--- config.mk ---
export PLATFORM = sky130hd
export DESIGN_NAME = bps_sequencer
export DESIGN_NICKNAME = d
export VERILOG_FILES = /design/src/bps_pkg.sv /design/src/bps_zc_adapt.sv /design/src/bps_sequencer.sv
export VERILOG_INCLUDE_DIRS = /design/src /design/src/src
export SDC_FILE = /design/constraint.sdc
export NUM_CORES = 1
export LEC_CHECK = 0
export BUFFER_PORTS_ARGS = -buffer_cell sky130_fd_sc_hd__buf_2
export CORE_MARGIN = 3
export CORE_UTILIZATION = 56
export CTS_BUF_LIST = sky130_fd_sc_hd__clkbuf_4 sky130_fd_sc_hd__clkbuf_8
export DETAILED_ROUTE_END_ITERATION = 10
export GPL_ROUTABILITY_DRIVEN = 0
export PLACE_DENSITY = 0.86
export SYNTH_ARGS = -nofsm -noshare
export SYNTH_HDL_FRONTEND = slang
export SYNTH_SLANG_ARGS = --single-unit
--- constraint.sdc ---
create_clock -name clk_sys -period 3.46 [get_ports clk_sys]
set_clock_uncertainty 0.2 [all_clocks]
set_input_delay 0.173 -clock clk_sys [delete_from_list [all_inputs] [get_ports clk_sys]]
set_output_delay 0.173 -clock clk_sys [all_outputs]
set_load 0.01 [all_outputs]
--- src/bps_defs.svh ---
// Purpose: Constants of the buck protection sequencer
// Assumes: 200 MHz system clock, 4 us protection timebase
// Notes:   Times are kept in their own unit; counts derive from them
`ifndef BPS_DEFS_SVH
`define BPS_DEFS_SVH

// Clock and timebase
`define BPS_CLK_NS       5
`define BPS_TICK_NS      4000
`define BPS_TICK_CYC     (`BPS_TICK_NS / `BPS_CLK_NS)
`define BPS_US2TICK(us)  ((((us) * 1000) + `BPS_TICK_NS - 1) / `BPS_TICK_NS)

// Power-good delays
`define BPS_PG_ON_US     1000
`define BPS_PG_ON_TICKS  `BPS_US2TICK(`BPS_PG_ON_US)
`define BPS_PG_OFF_NS    2000
`define BPS_PG_OFF_CYC   (`BPS_PG_OFF_NS / `BPS_CLK_NS)

// Undervoltage timing
`define BPS_UV_DLY_US    1000
`define BPS_UV_DLY_TICKS `BPS_US2TICK(`BPS_UV_DLY_US)
`define BPS_UV_EN_US     1500
`define BPS_UV_EN_TICKS  `BPS_US2TICK(`BPS_UV_EN_US)

// Soft-start ramp times
`define BPS_SS0_US       700
`define BPS_SS1_US       1400
`define BPS_SS2_US       2800
`define BPS_SS3_US       5600

// Hiccup timing
`define BPS_HIC_BASE     257
`define BPS_HIC_N0       8
`define BPS_HIC_REPS     7

// Widths and reset values
`define BPS_TW           14
`define BPS_ZC_W         4
`define BPS_ZC_CODE_RST  4'h4

`endif

--- src/bps_pkg.sv ---
// Purpose: Types shared by the buck protection sequencer
// Assumes: bps_defs.svh holds the numbers
// Notes:   Sense bundle groups all asynchronous comparator flags
package bps_pkg;

  // Sequencer states
  typedef enum logic [2:0] {
    BPS_IDLE,
    BPS_SOFT,
    BPS_RUN,
    BPS_OVCLAMP,
    BPS_UVOFF,
    BPS_LATCHED
  } bps_state_t;

  // Comparator flags and straps from the analog side
  typedef struct packed {
    logic       enable;
    logic       bias_lockout;
    logic       over_temp;
    logic       undervoltage_protect;
    logic       overvoltage_protect;
    logic       backup_overvoltage_sense;
    logic       overcurrent_protect;
    logic       zero_cross;
    logic       win_good;
    logic       win_bad;
    logic       sw_late;
    logic       sw_early;
    logic       skip_mode;
    logic [1:0] ss_sel;
  } bps_sense_t;

  // Requests from the on-time modulator
  typedef struct packed {
    logic hs_req;
    logic ls_req;
  } bps_mod_t;

  // Drive outputs towards the power stage
  typedef struct packed {
    logic hs_drive;
    logic ls_drive;
    logic discharge;
  } bps_gate_t;

endpackage

--- src/bps_zc_adapt.sv ---
// Purpose: Adaptive zero-crossing retiming for skip mode
// Assumes: Inputs already synchronised to clk_sys
// Notes:   Delay code walks at most one step per off period
`timescale 1ns/1ps
`include "bps_defs.svh"
module bps_zc_adapt (
  // Clock and reset
  input  wire logic                 clk_sys,
  input  wire logic                 rst_b,
  // Control
  input  wire logic                 skip_active,
  input  wire logic                 zc_seen,
  input  wire logic                 hs_on,
  // Timing judgement from switch node
  input  wire logic                 sw_late,
  input  wire logic                 sw_early,
  // Results
  output logic                      zc_hold,
  output logic [`BPS_ZC_W-1:0]      zc_code
);
  logic                 zc_prev;
  logic                 pend;
  logic [`BPS_ZC_W-1:0] dly_cnt;
  logic                 hs_prev;
  logic                 saw_late;
  logic                 saw_early;
  logic                 zc_rise;
  logic                 off_end;

  assign zc_rise = zc_seen & ~zc_prev;
  assign off_end = hs_on & ~hs_prev;

  // Edge history
  always_ff @(posedge clk_sys or negedge rst_b)
  begin
    if (!rst_b)
    begin
      zc_prev <= 1'b0;
      hs_prev <= 1'b0;
    end
    else
    begin
      zc_prev <= zc_seen;
      hs_prev <= hs_on;
    end
  end

  // Retimed low-side cut after zero current
  always_ff @(posedge clk_sys or negedge rst_b)
  begin
    if (!rst_b)
    begin
      zc_hold <= 1'b0;
      pend    <= 1'b0;
      dly_cnt <= '0;
    end
    else if (hs_on || !skip_active)
    begin
      zc_hold <= 1'b0;
      pend    <= 1'b0;
    end
    else if (zc_rise && !zc_hold && !pend)
    begin
      zc_hold <= (zc_code == '0);
      pend    <= (zc_code != '0);
      dly_cnt <= '0;
    end
    else if (pend)
    begin
      dly_cnt <= dly_cnt + 1'b1;
      if (dly_cnt == zc_code - 1'b1)
      begin
        zc_hold <= 1'b1;
        pend    <= 1'b0;
      end
    end
  end

  // Judge each skip off period, step the delay code
  always_ff @(posedge clk_sys or negedge rst_b)
  begin
    if (!rst_b)
    begin
      saw_late  <= 1'b0;
      saw_early <= 1'b0;
      zc_code   <= `BPS_ZC_CODE_RST;
    end
    else if (off_end)
    begin
      saw_late  <= 1'b0;
      saw_early <= 1'b0;
      if (saw_late && zc_code != '0)
        zc_code <= zc_code - 1'b1;
      else if (saw_early && !saw_late && zc_code != '1)
        zc_code <= zc_code + 1'b1;
    end
    else if (zc_hold)
    begin
      saw_late  <= saw_late | sw_late;
      saw_early <= saw_early | sw_early;
    end
  end

endmodule

--- src/bps_sequencer.sv ---
// Purpose: Fault supervision and power-good sequencing of a buck stage
// Assumes: Comparator flags are asynchronous; modulator requests on clk_sys
// Notes:   Protection timing runs on one 4 us tick enable, except the power-good drop timer on clk_sys cycles
`timescale 1ns/1ps
`include "bps_defs.svh"
module bps_sequencer #(
  parameter int P_TICK_CYC = `BPS_TICK_CYC
) (
  // Clock and reset
  input  wire logic                   clk_sys,
  input  wire logic                   rst_b,
  // Analog flags and straps
  input  wire bps_pkg::bps_sense_t    sense_in,
  // Modulator requests
  input  wire bps_pkg::bps_mod_t      mod_req,
  // Power stage drives
  output bps_pkg::bps_gate_t          gate,
  // Open-drain power-good pin
  input  wire logic                   power_ok_out_i,
  output logic                        power_ok_out_o,
  output logic                        power_ok_out_oe,
  // Status
  output bps_pkg::bps_state_t         state,
  output logic                        soft_start_done,
  output logic                        uv_armed,
  output logic                        ovp_latched,
  output logic [`BPS_ZC_W-1:0]        zc_code
);
  import bps_pkg::*;

  bps_sense_t           sense_meta;
  bps_sense_t           sense;
  logic [15:0]          tick_cnt;
  logic                 tick;
  bps_state_t           next_state;
  logic [`BPS_TW-1:0]   tmr;
  logic [2:0]           reps;
  logic [1:0]           ss_sel_q;
  logic                 rov_src;
  logic [`BPS_TW-1:0]   ss_ticks;
  logic [`BPS_TW-1:0]   hic_wait;
  logic                 shut;
  logic                 hot;
  logic                 ov_any;
  logic [`BPS_TW-1:0]   uv_arm_cnt;
  logic [`BPS_TW-1:0]   uv_cnt;
  logic                 uv_cond;
  logic                 uv_trip;
  logic [`BPS_TW-1:0]   pg_on_cnt;
  logic [`BPS_TW-1:0]   pg_off_cnt;
  logic                 power_good;
  logic                 en_prev;
  logic                 run_ok;
  logic                 next_hs;
  logic                 next_ls;
  logic                 zc_hold;
  logic                 skip_active;

  // Two-stage synchroniser for every analog flag
  always_ff @(posedge clk_sys or negedge rst_b)
  begin
    if (!rst_b)
    begin
      sense_meta <= '0;
      sense      <= '0;
    end
    else
    begin
      sense_meta <= sense_in;
      sense      <= sense_meta;
    end
  end

  // Common 4 us timebase
  always_ff @(posedge clk_sys or negedge rst_b)
  begin
    if (!rst_b)
    begin
      tick_cnt <= '0;
      tick     <= 1'b0;
    end
    else if (tick_cnt == 16'(P_TICK_CYC - 1))
    begin
      tick_cnt <= '0;
      tick     <= 1'b1;
    end
    else
    begin
      tick_cnt <= tick_cnt + 16'h0001;
      tick     <= 1'b0;
    end
  end

  // Soft-start length from the captured selection
  always_comb
  begin
    case (ss_sel_q)
      2'h0:    ss_ticks = `BPS_TW'(`BPS_US2TICK(`BPS_SS0_US));
      2'h1:    ss_ticks = `BPS_TW'(`BPS_US2TICK(`BPS_SS1_US));
      2'h2:    ss_ticks = `BPS_TW'(`BPS_US2TICK(`BPS_SS2_US));
      default: ss_ticks = `BPS_TW'(`BPS_US2TICK(`BPS_SS3_US));
    endcase
  end

  // Hiccup wait in ticks, n = base index plus selection
  assign hic_wait = (`BPS_TW'(1) << (`BPS_HIC_N0 + ss_sel_q))
                    + `BPS_TW'(`BPS_HIC_BASE);

  // Shutdown causes
  assign shut   = ~sense.enable | sense.bias_lockout;
  assign hot    = sense.over_temp;
  assign ov_any = sense.overvoltage_protect | sense.backup_overvoltage_sense;

  // Sequencer next state
  always_comb
  begin
    next_state = state;
    case (state)
      BPS_IDLE:
      begin
        next_state = BPS_SOFT;
      end
      BPS_SOFT:
      begin
        if (ov_any)
          next_state = BPS_OVCLAMP;
        else if (tick && tmr == ss_ticks - `BPS_TW'(1))
          next_state = BPS_RUN;
      end
      BPS_RUN:
      begin
        if (ov_any)
          next_state = BPS_OVCLAMP;
        else if (uv_trip)
          next_state = BPS_UVOFF;
      end
      BPS_OVCLAMP:
      begin
        if (rov_src && sense.undervoltage_protect)
          next_state = BPS_LATCHED;
        else if (!rov_src && uv_trip)
          next_state = BPS_LATCHED;
      end
      BPS_UVOFF:
      begin
        if (tick && tmr == hic_wait - `BPS_TW'(1)
            && reps == 3'(`BPS_HIC_REPS - 1))
          next_state = BPS_SOFT;
      end
      BPS_LATCHED:
      begin
        next_state = BPS_LATCHED;
      end
      default:
      begin
        next_state = BPS_IDLE;
      end
    endcase
    // Non-latching shutdowns take priority, over-temperature except in BPS_LATCHED
    if (shut)
      next_state = BPS_IDLE;
    else if (hot && state != BPS_LATCHED)
      next_state = BPS_IDLE;
  end

  // State register
  always_ff @(posedge clk_sys or negedge rst_b)
  begin
    if (!rst_b)
      state <= BPS_IDLE;
    else
      state <= next_state;
  end

  // Soft-start selection and overvoltage source capture
  always_ff @(posedge clk_sys or negedge rst_b)
  begin
    if (!rst_b)
    begin
      ss_sel_q <= 2'h0;
      rov_src  <= 1'b0;
    end
    else
    begin
      if (state == BPS_IDLE)
        ss_sel_q <= sense.ss_sel;
      if (next_state == BPS_OVCLAMP && state != BPS_OVCLAMP)
        rov_src <= sense.backup_overvoltage_sense
                   & ~sense.overvoltage_protect;
    end
  end

  // Ramp and hiccup timer, seven waits make one delay
  always_ff @(posedge clk_sys or negedge rst_b)
  begin
    if (!rst_b)
    begin
      tmr  <= '0;
      reps <= 3'h0;
    end
    else if (next_state != state)
    begin
      tmr  <= '0;
      reps <= 3'h0;
    end
    else if (tick && state == BPS_UVOFF)
    begin
      if (tmr == hic_wait - `BPS_TW'(1))
      begin
        tmr  <= '0;
        reps <= reps + 3'h1;
      end
      else
        tmr <= tmr + `BPS_TW'(1);
    end
    else if (tick && state == BPS_SOFT)
      tmr <= tmr + `BPS_TW'(1);
  end

  // Undervoltage arming after soft-start
  always_ff @(posedge clk_sys or negedge rst_b)
  begin
    if (!rst_b)
      uv_arm_cnt <= '0;
    else if (state != BPS_RUN)
      uv_arm_cnt <= '0;
    else if (tick && !uv_armed)
      uv_arm_cnt <= uv_arm_cnt + `BPS_TW'(1);
  end

  assign uv_armed = (uv_arm_cnt == `BPS_TW'(`BPS_UV_EN_TICKS));

  // Undervoltage delay counter
  assign uv_cond = sense.undervoltage_protect
                   & ((state == BPS_RUN & uv_armed)
                      | (state == BPS_OVCLAMP & ~rov_src));
  always_ff @(posedge clk_sys or negedge rst_b)
  begin
    if (!rst_b)
      uv_cnt <= '0;
    else if (!uv_cond)
      uv_cnt <= '0;
    else if (tick && !uv_trip)
      uv_cnt <= uv_cnt + `BPS_TW'(1);
  end

  assign uv_trip = uv_cond & (uv_cnt == `BPS_TW'(`BPS_UV_DLY_TICKS));

  // Power-good qualification and drop timers
  always_ff @(posedge clk_sys or negedge rst_b)
  begin
    if (!rst_b)
    begin
      pg_on_cnt  <= '0;
      pg_off_cnt <= '0;
      power_good <= 1'b0;
    end
    else if (state != BPS_RUN)
    begin
      pg_on_cnt  <= '0;
      pg_off_cnt <= '0;
      power_good <= 1'b0;
    end
    else if (!power_good)
    begin
      pg_off_cnt <= '0;
      if (!sense.win_good)
        pg_on_cnt <= '0;
      else if (pg_on_cnt == `BPS_TW'(`BPS_PG_ON_TICKS))
        power_good <= 1'b1;
      else if (tick)
        pg_on_cnt <= pg_on_cnt + `BPS_TW'(1);
    end
    else
    begin
      pg_on_cnt <= '0;
      if (!sense.win_bad)
        pg_off_cnt <= '0;
      else if (pg_off_cnt == `BPS_TW'(`BPS_PG_OFF_CYC - 1))
        power_good <= 1'b0;
      else
        pg_off_cnt <= pg_off_cnt + `BPS_TW'(1);
    end
  end

  // Open-drain pin: pulls low unless good
  assign power_ok_out_o  = 1'b0;
  assign power_ok_out_oe = ~power_good;

  // Switching permitted only in ramp and run
  assign run_ok      = (state == BPS_SOFT || state == BPS_RUN)
                       & ~shut & ~hot & ~ov_any;
  assign skip_active = run_ok & sense.skip_mode;

  // Gate decisions
  always_comb
  begin
    next_hs = 1'b0;
    next_ls = 1'b0;
    if (state == BPS_OVCLAMP && !shut && !hot)
    begin
      next_hs = 1'b0;
      next_ls = 1'b1;
    end
    else if (run_ok)
    begin
      // Valley overcurrent blocks a new on period
      next_hs = mod_req.hs_req
                & (gate.hs_drive | ~sense.overcurrent_protect);
      next_ls = mod_req.ls_req & ~next_hs & ~zc_hold;
    end
  end

  // Gate drive and discharge registers, one process owns the whole bundle
  always_ff @(posedge clk_sys or negedge rst_b)
  begin
    if (!rst_b)
    begin
      gate.hs_drive  <= 1'b0;
      gate.ls_drive  <= 1'b0;
      gate.discharge <= 1'b0;
      en_prev        <= 1'b0;
    end
    else
    begin
      gate.hs_drive <= next_hs;
      gate.ls_drive <= next_ls;
      en_prev       <= sense.enable;
      // Discharge armed only by an enable fall, held while bias present
      if (sense.enable || sense.bias_lockout)
        gate.discharge <= 1'b0;
      else if (en_prev)
        gate.discharge <= 1'b1;
    end
  end

  // Status flags
  always_ff @(posedge clk_sys or negedge rst_b)
  begin
    if (!rst_b)
    begin
      soft_start_done <= 1'b0;
      ovp_latched     <= 1'b0;
    end
    else
    begin
      soft_start_done <= (next_state == BPS_RUN);
      ovp_latched     <= (next_state == BPS_LATCHED);
    end
  end

  // Adaptive zero-crossing retiming
  bps_zc_adapt u_zc (
    .clk_sys     (clk_sys),
    .rst_b       (rst_b),
    .skip_active (skip_active),
    .zc_seen     (sense.zero_cross),
    .hs_on       (gate.hs_drive),
    .sw_late     (sense.sw_late),
    .sw_early    (sense.sw_early),
    .zc_hold     (zc_hold),
    .zc_code     (zc_code)
  );

endmodule

**Word-level counts from Yosys, hierarchy flattened**

Cells that the tools add are included.

- Reduce and logical (&&, ||, !) cells: 49
- Equal/unequal tests: 28
- Bitwise gates (word level): 33
- Multiplexer cells: 61
- $add $sub $neg: 14
- Shifts and indexed selects: 1

Operators with widths:

| cell | count |
|---|---|
| 14-bit two-way mux | 17 |
| 14-bit by 1-bit adder with 14-bit output (second input constant) | 5 |
| 3-bit two-way mux | 12 |
| 11-bit one-hot mux with 3 select lines | 1 |
| 14-bit equality test | 2 |
| 14-bit by 8-bit equality test with 1-bit output (second input constant) | 2 |
| 14-bit by 9-bit equality test with 1-bit output (second input constant) | 2 |
| 14-bit by 1-bit subtractor with 14-bit output (second input constant) | 2 |
| 1-bit two-way mux | 25 |
| 1-bit logical AND | 18 |
| 3-bit one-hot mux with 6 select lines | 1 |
| 16-bit by 1-bit adder with 16-bit output (second input constant) | 1 |
| 16-bit by 10-bit equality test with 1-bit output (second input constant) | 1 |
| 16-bit two-way mux | 1 |
| 4-bit two-way mux | 4 |
| 14-bit by 10-bit adder with 14-bit output (second input constant) | 1 |
| 1-bit AND | 14 |
| 2-bit nonzero test | 7 |
| 1-bit by 5-bit left shift with 14-bit output (first input constant) | 1 |
| 1-bit inverter | 13 |
| 3-bit by 2-bit equality test with 1-bit output (second input constant) | 4 |
| 3-bit equality test (second input constant) | 4 |
| 4-bit != test (second input constant) | 3 |
| 2-bit AND reduction | 5 |
| other kinds (21) | 40 |

- Flip-flop bits (word level): 147
- Output and inout port bits: 15
- Word-level logic and storage cells: 240

**Longest topological paths before layout**

Gate-level depths: netlist of the first run.

- Depth in word-level cells: 14
- Depth in mapped cells: 10

**By module**

Synthesis of the first run repeated with hierarchy kept, for this count alone.

- Cell total of the unflattened synthesis: 735
- Area total of the unflattened synthesis: 7,198.2 sq um

By module, submodules not included:

| module | cells an instance | times used | sequential area each (sq um) | area each (sq um) |
|---|---|---|---|---|
| bps_sequencer | 656 | 1 | 3,328.2 | 6,389.9 |
| bps_zc_adapt | 79 | 1 | 351.6 | 808.3 |

**Worst setup path after synthesis of the first run**

Ideal clock, no wire load.

- Path type: reg-to-reg
- Start: reg tmr[6]
- End: reg rov_src
- Path buffers: 1
- Arrival: 2,185 ps
- Cell stages (with the launch flop): 8
- Slack: 947 ps
- Setup time: 128 ps
- Cell sequence: dfrtp_1 > buf_2 > nor4b_1 > a31oi_1 > or4_4 > o31a_1 > a211oi_1 > mux2_1

- Word-level cells in the longest chain between the ends: 9

Ends and longest elaborated chain:

| item | RTL line | RTL |
|---|---|---|
| start: declaration | bps_sequencer.sv:36 | `` logic [`BPS_TW-1:0] tmr; `` |
| start signal: assignment | bps_sequencer.sv:214 | `` tmr <= tmr + `BPS_TW'(1); `` |
| start signal: assignment | bps_sequencer.sv:217 | `` tmr <= tmr + `BPS_TW'(1); `` |
| 14-bit equality test (on tied branches) | bps_sequencer.sv:127, bps_sequencer.sv:146 |  |
| 1-bit logical AND (on tied branches) | bps_sequencer.sv:127, bps_sequencer.sv:146 |  |
| 3-bit two-way mux / 1-bit logical AND (equally long branches) | bps_sequencer.sv:127, bps_sequencer.sv:146 |  |
| 3-bit two-way mux (on tied branches) | bps_sequencer.sv:125, bps_sequencer.sv:146 |  |
| 3-bit one-hot mux with 6 select lines (*) | bps_sequencer.sv:118 | `case (state)` |
| 3-bit two-way mux (*) | bps_sequencer.sv:162 | `else if (hot && state != BPS_LATCHED)` |
| 3-bit two-way mux (*) | bps_sequencer.sv:160 | `if (shut)` |
| 3-bit by 2-bit equality test with 1-bit output (*) | bps_sequencer.sv:187 | `if (next_state == BPS_OVCLAMP && state != BPS_OVCLAMP)` |
| 1-bit logical AND (*) | bps_sequencer.sv:187 |  |
| end signal: assignment | bps_sequencer.sv:188 | `rov_src <= sense.backup_overvoltage_sense` |
| end: declaration | bps_sequencer.sv:39 | `logic rov_src;` |

Every way passes the cells marked *; elsewhere a longest branch is shown, timed or not.
A chain may end at the register's enable or synchronous reset.

**Worst setup path after layout of the first run**

- Start: reg tmr[0]
- End: reg reps[2]

- Word-level cells in the longest chain between the ends: 10

Ends and longest elaborated chain:

| item | RTL line | RTL |
|---|---|---|
| 14-bit equality test (on tied branches) | bps_sequencer.sv:127, bps_sequencer.sv:146, bps_sequencer.sv:208 |  |
| 1-bit logical AND (on tied branches) | bps_sequencer.sv:127, bps_sequencer.sv:146 |  |
| 3-bit two-way mux / 1-bit logical AND (equally long branches) | bps_sequencer.sv:127, bps_sequencer.sv:146 |  |
| 3-bit two-way mux (on tied branches) | bps_sequencer.sv:125, bps_sequencer.sv:146 |  |
| 3-bit one-hot mux with 6 select lines | bps_sequencer.sv:118 |  |
| 3-bit two-way mux | bps_sequencer.sv:162 |  |
| 3-bit two-way mux | bps_sequencer.sv:160 |  |
| 3-bit != test | bps_sequencer.sv:201 | `else if (next_state != state)` |
| 2-bit nonzero test (no source line) | n/a |  |
| 2-bit AND reduction (no source line) | n/a |  |
| end signal: assignment | bps_sequencer.sv:211 | `reps <= reps + 3'h1;` |
| end: declaration | bps_sequencer.sv:37 | `logic [2:0] reps;` |

Parallel ways exist; a longest one is shown, timed or not.

==> results of run 1 <==
## layer usage
| metal | vias to the layer above | share of wire [%] | GRT usage (%) |
|---|---|---|---|
| li1 | 2578 | - | - |
| met1 | 2637 | 43 | 28.2 |
| met2 | 181 | 50 | 35.3 |
| met3 | 26 | 5.0 | 5.84 |
| met4 | 0 | 1.7 | 7.89 |
| met5 | - | 0 | 0 |
## cells in the mapped netlist, types with 5 or more instances
cell type | count | share of area (%)
ha_1 | 14 | 2.4
and2_1 | 5 | 0.44
nor2_1 | 105 | 5.5
nor4_1 | 7 | 0.61
and4_1 | 6 | 0.73
nor2b_1 | 11 | 0.96
and3_1 | 16 | 1.4
xnor2_1 | 31 | 3.8
a21oi_1 | 24 | 1.7
a211oi_1 | 6 | 0.63
nand4b_1 | 6 | 0.73
a31oi_1 | 8 | 0.70
clkbuf_1 | 18 | 0.94
nor3_1 | 15 | 1.0
nand2_1 | 54 | 2.8
or4_1 | 5 | 0.52
nand4_1 | 16 | 1.4
o21ai_0 | 21 | 1.5
nand3_1 | 36 | 2.5
xor2_1 | 47 | 5.7
dfrtp_1 | 146 | 51
or3_1 | 7 | 0.61
buf_4 | 5 | 0.52
inv_1 | 23 | 1.2
## where the power goes
| part | total, uW | switching, uW | internal (uW) | leakage, uW |
|---|---|---|---|---|
| clock | 1480 | 673 | 806 | 0.000216 |
| combinational | 108 | 64.1 | 44.1 | 0.00130 |
| sequential | 1760 | 21.2 | 1740 | 0.00196 |
## cells by family (layout without fill, tap and decap cells)
logic type / Yosys count / in the layout / synth area share [%]
compound gates: 96 / 96 / 9.36
xor+xnor: 78 / 78 / 9.53
fa+ha+maj: 16 / 16 / 2.72
buf+inv: 52 / 112 / 3.06
flops: 147 / 147 / 51.4
mux: 6 / 6 / 0.925
other cells: 1 / 1 / 0.0523
simple gates: 319 / 319 / 23.0
## registers in the layout (all words and copies together), names as in the netlist, 2 cells and up
signal and count:
tmr 14, pg_on_cnt 14, reps 3, sense_meta 15, tick_cnt 16, uv_cnt 14
pg_off_cnt 14, u_zc.zc_code 4, ss_sel_q 2, gate 3, state 3, u_zc.dly_cnt 4
sense 14, uv_arm_cnt 14
## placed cells by master, fill, tap and decap left out, drive strengths merged, types with 4 or more instances in the layout
cell,Yosys,layout
or4b,5,5
inv,23,27
xnor2,31,31
nor4,9,9
bufinv,0,4
and3,16,16
ha,14,14
buf,11,39
nand2b,4,4
nor3b,5,5
nand3b,4,4
or4,6,6
and2,6,6
or3,7,7
dfrtp,146,146
and4,6,6
o2111ai,4,4
xor2,47,47
nor3,15,15
nor2b,11,11
dlygate4sd3,0,18
nor2,105,105
a211oi,6,6
a21oi,24,24
nand2,54,54
nand4,16,16
a31oi,8,8
clkbuf,18,18
mux2,5,5
o21ai,23,23
or2,4,4
nand4b,6,6
nand3,36,36
## layout make-up
cell class	instances	share of cell area [%]
clock inverters	14	2.50
multi-input cells	516	40.3
flip-flops and latches	147	45.4
clock buffers	18	2.98
repair buffers	57	5.08
inverters	23	1.07
well taps	168	2.60
## stage by stage
stage | total power, uW | hold WS (ns)
6_report | 3350 | 0.148
5_1_grt | 3480 | 0.141
4_1_cts | 3370 | 0.141
3_5_place_dp | 1890 | 0.0823
3_3_place_gp | 1880 | 0.0806
2_1_floorplan | 1830 | -0.323
## how the worst max path moves through the flow
stage	to	slack, ns	depth (start not counted)
2_1_floorplan	rov_src	0.95	7
4_1_cts	reps[2]	0.51	8
3_3_place_gp	tmr[9]	0.65	8
6_report	reps[2]	0.51	8
5_1_grt	tmr[3]	0.28	8
3_5_place_dp	tmr[3]	0.52	8
==> run_results.csv, run 1 <==
group,metric,value,unit
worst_setup_path,crit_arrival,3.05,ns
timing,fin_crit,2.95,ns
cts,cts_tree,"built",
route,routed_wl,14.4,mm
timing,hold_viol_final,0,
hold_path,min_to,"hot",
cts,cts_root_buf,"clkbuf_8",
worst_setup_path,crit_chain,"inv_1, ha_1, or4b_1, nor4_2, nand4b_1, nor3_1, a211o_1, nor2_1",
layout,areaGrowthSynthToFinish,13.0,%
floorplanning,core,12300,sq um
timing,rsz0062_at_grt,"false",
floorplanning,rows,40,
cts,ctsHoldBuffers,18,
hold_path,hp-class,"reg -> reg",
layout,fillers,893,
grt,grt_usage,21.8,%
worst_setup_path,crit_required,3.57,ns
worst_setup_path,path_delay_family,"simple AND/OR/NAND/NOR gates",
timing,maxSlewHeadroom,40.5,%
layout,seqCellArea,3680,sq um
logic_synthesis,syn_inst,715,
placement,placed_cells_incl_taps,893,
grt,grt_overflow,0,
hold_path,whs_path_depth,0,
grt,antenna_found_initial,0,
cts,cts_resized,0,
worst_setup_path,end_kind,"flop",
logic_synthesis,ys_seq_elements,147,
worst_setup_path,reg2regPathDepth,8,
timing,worstMarginPinSlew,0.893,ns
grt,grt_max_degree,102,
timing,fin_setup_tns,0,ns
logic_synthesis,ys.flop_type,"dfrtp_1",
power,powerDensity,413,nW/um^2
placement,dpl_cell_area,7470,sq um
cts,numCtsBuffers,17,
logic_synthesis,async_flop_share,100,%
route,avgRoutedWirePerCell,15.3,um
cts,cts_max_path_buffers,2,
placement,dp_hpwl,9.71,mm
logic_synthesis,syn-num-nets,749,
logic_synthesis,syn_area_per_cell,10.0,sq um
floorplanning,initial_utilization,58.4,%
floorplanning,die-area,14200,sq um
worst_setup_path,startpoint_type,"flop",
cts,clkTransAtPathRegs,0.08,ns
layout,fin_nets,796,
timing,maxSlewViolCount,0,
worst_setup_path,path_max_fanout,17,
timing,setup_slack,0.512,ns
route,viasPerCell,5.75,
run_status,outcome,"completed",
floorplanning,dieHeight,119,um
floorplanning,io_pins,35,
timing,fin_crit_sh,85.2,%
power,ir_drop,0.342,mV
layout,layout.cells.non_filler,943,
placement,dp_slack,0.519,ns
worst_setup_path,crit_slowest_cell,"a211o_1",
route,first_iter_violations,446,
layout,multi_input_area,3270,sq um
placement,io_buffers,32,
layout,finish.utilization,66.1,%
route,drc,0,
cts,post-cts-setup-buffer-count,0,
worst_setup_path,path_class,"reg -> reg",
route,ant_nets,0,
grt,grt_pass1_wl,25.3,mm
worst_setup_path,r2r-start,"tmr[0]",
logic_synthesis,synth-seq-area-share,51.4,%
hold_path,hp-start,"sense_meta[12]",
cts,clk_latency,0.44,ns
worst_setup_path,cp.buffers_inverters,1,
logic_synthesis,syn-cell-area,7170,sq um
timing,max_freq,339,MHz
logic_synthesis,synth_edf_count,0,
worst_setup_path,critical_path.max_stage_delay,0.50,ns
layout,drive_gt1_share,11.5,%
route,vias,5422,
worst_setup_path,reg2reg_to,"reps[2]",
worst_setup_path,startpoint,"tmr[0]",
worst_setup_path,ff2ff_setup_slack,0.51,ns
flow_run,maxCapViolCount,0,
logic_synthesis,yosysWarnings,0,
layout,antenna_cells,0,
power,power_leakage,0.00347,uW
cts,clock_sinks,147,
route,dr.pass1.iters,5,
grt,first_global_vias,5383,
floorplanning,die_w,119,um
layout,fin_area,8100,sq um
cts,htree_levels,4,
logic_synthesis,synth_cell_type_count,69,
timing,setup_viol,0,
(Power assumes the default switching activity.)
==> run 2: changes to the inputs <==
==> constraint.sdc (replaced) <==
create_clock -name clk_sys -period 3.46 [get_ports clk_sys]
set_clock_uncertainty 0.2 [all_clocks]
set_input_delay 1.038 -clock clk_sys [delete_from_list [all_inputs] [get_ports clk_sys]]
set_output_delay 1.038 -clock clk_sys [all_outputs]
set_load 0.01 [all_outputs]
==> run_results.csv, run 2 (synthesis gave the netlist of run 1 again) <==
group,metric,value,unit
grt,antenna_found_initial,0,
power,ir_drop,0.492,mV
route,drc,0,
timing,fin_crit_sh,94.3,%
worst_setup_path,critical_path.max_stage_delay,0.60,ns
cts,clock_sinks,147,
route,routed_wl,14.7,mm
layout,fillers,965,
grt,first_global_vias,5447,
cts,cts_root_buf,"clkbuf_8",
route,ant_nets,0,
cts,cts_resized,0,
grt,grt_pass1_wl,25.4,mm
floorplanning,core,12300,sq um
worst_setup_path,startpoint,"uv_arm_cnt[9]",
worst_setup_path,path_max_fanout,5,
route,vias,5405,
timing,setup_viol,0,
worst_setup_path,end_kind,"output port",
power,power_leakage,0.00341,uW
route,dr.pass1.iters,6,
route,viasPerCell,5.82,
layout,areaGrowthSynthToFinish,10.7,%
layout,largest_register_ffs,16,
worst_setup_path,path_delay_family,"simple AND/OR/NAND/NOR gates",
worst_setup_path,cp_num_cells,3,
run_status,outcome,"completed",
grt,grt_overflow,0,
cts,htree_levels,4,
layout,finish.utilization,64.7,%
cts,cts_tree,"built",
worst_setup_path,ff2ff_setup_slack,0.44,ns
worst_setup_path,r2r-start,"tmr[0]",
worst_setup_path,crit_arrival,2.02,ns
layout,regMostFlops,"tick_cnt",
layout,layout_commonest_cell,"dfrtp_1",
timing,max_freq,306,MHz
route,avgRoutedWirePerCell,15.8,um
timing,maxSlewViolCount,0,
power,powerDensity,417,nW/um^2
cts,clkTransAtPathRegs,0.08,ns
timing,setup_slack,0.197,ns
worst_setup_path,reg2regPathDepth,8,
layout,fin_nets,781,
cts,post-cts-setup-buffer-count,0,
floorplanning,die-area,14200,sq um
placement,dp_slack,0.499,ns
layout,drive_gt1_share,12.1,%
worst_setup_path,crit_chain,"or4b_4, nor4_4, buf_2",
worst_setup_path,startpoint_type,"flop",
layout,antenna_cells,0,
floorplanning,initial_utilization,58.4,%
placement,dp_hpwl,10.1,mm
timing,fin_crit,3.26,ns
timing,worstMarginPinSlew,0.647,ns
floorplanning,rows,40,
worst_setup_path,path_class,"reg -> out",
worst_setup_path,cp.buffers_inverters,1,
timing,rsz0062_at_grt,"false",
route,first_iter_violations,471,
floorplanning,dieHeight,119,um
hold_path,hp-class,"reg -> reg",
floorplanning,io_pins,35,
layout,multi_input_area,3270,sq um
layout,seqCellArea,3680,sq um
flow_run,maxCapViolCount,0,
worst_setup_path,reg2reg_to,"tmr[9]",
cts,ctsHoldBuffers,0,
cts,cts_max_path_buffers,2,
grt,grt_usage,22.0,%
grt,grt_max_degree,72,
placement,io_buffers,32,
layout,mostFrequentLayoutCells,"dfrtp_1, nor2_1, nand2_1, xor2_1, nand3_1",
cts,clk_latency,0.46,ns
timing,fin_setup_tns,0,ns
worst_setup_path,crit_required,2.22,ns
worst_setup_path,crit_slowest_cell,"or4b_4",
timing,hold_viol_final,0,
cts,numCtsBuffers,17,
layout,reg_top3,"tick_cnt: 16 flops, sense_meta: 15 flops",
timing,maxSlewHeadroom,56.8,%
worst_setup_path,endpoint,"uv_armed",
floorplanning,die_w,119,um
-- run 2: power by group --
part	switching, uW	internal, uW	leakage (uW)
Sequential	19.8	1740	0.00196
Clock	685	762	0.000210
Combinational	63.4	32.9	0.00124
Total	768	2540	0.00341
-- run 2: worst min path at each step --
stage	from	end	slack, ns	cells past startpoint
floorplan	sense_meta[12]	hot	0.13	0
global placement	sense_meta[6]	sense[6]	0.13	0
detailed placement	sense_meta[6]	sense[6]	0.13	0
CTS	sense_meta[6]	sense[6]	0.15	0
global route	sense_meta[6]	sense[6]	0.16	0
finish	sense_meta[6]	sense[6]	0.15	0
-- run 2: metrics by stage --
step | hold WS, ns | cell area [sq um] | total power (uW) | std cells
after floorplan | 0.131 | 7170 | 1830 | 715
after global placement | 0.132 | 7500 | 1890 | 896
after detailed placement | 0.135 | 7500 | 1890 | 896
after CTS | 0.153 | 7930 | 3340 | 928
after global routing | 0.159 | 7930 | 3440 | 928
final | 0.151 | 7930 | 3300 | 928
-- run 2: area by class of cell --
class                   count  area share [%]
repair buffers             42            3.20
well taps                 168            2.65
clock inverters            13            2.15
inverters                  23            1.09
flip-flops and latches    147            46.4
clock buffers              19            3.30
multi-input cells         516            41.2
-- run 2: per-layer routing --
layer / vias to the layer above / wire [um] / part of all wire (%) / GRT usage, %
met5: - / 0 / 0 / 0
met4: 0 / 386 / 2.6 / 8.98
met3: 36 / 836 / 5.7 / 6.46
met2: 169 / 7320 / 50 / 35.7
met1: 2637 / 6150 / 42 / 27.7
li1: 2563 / - / - / -
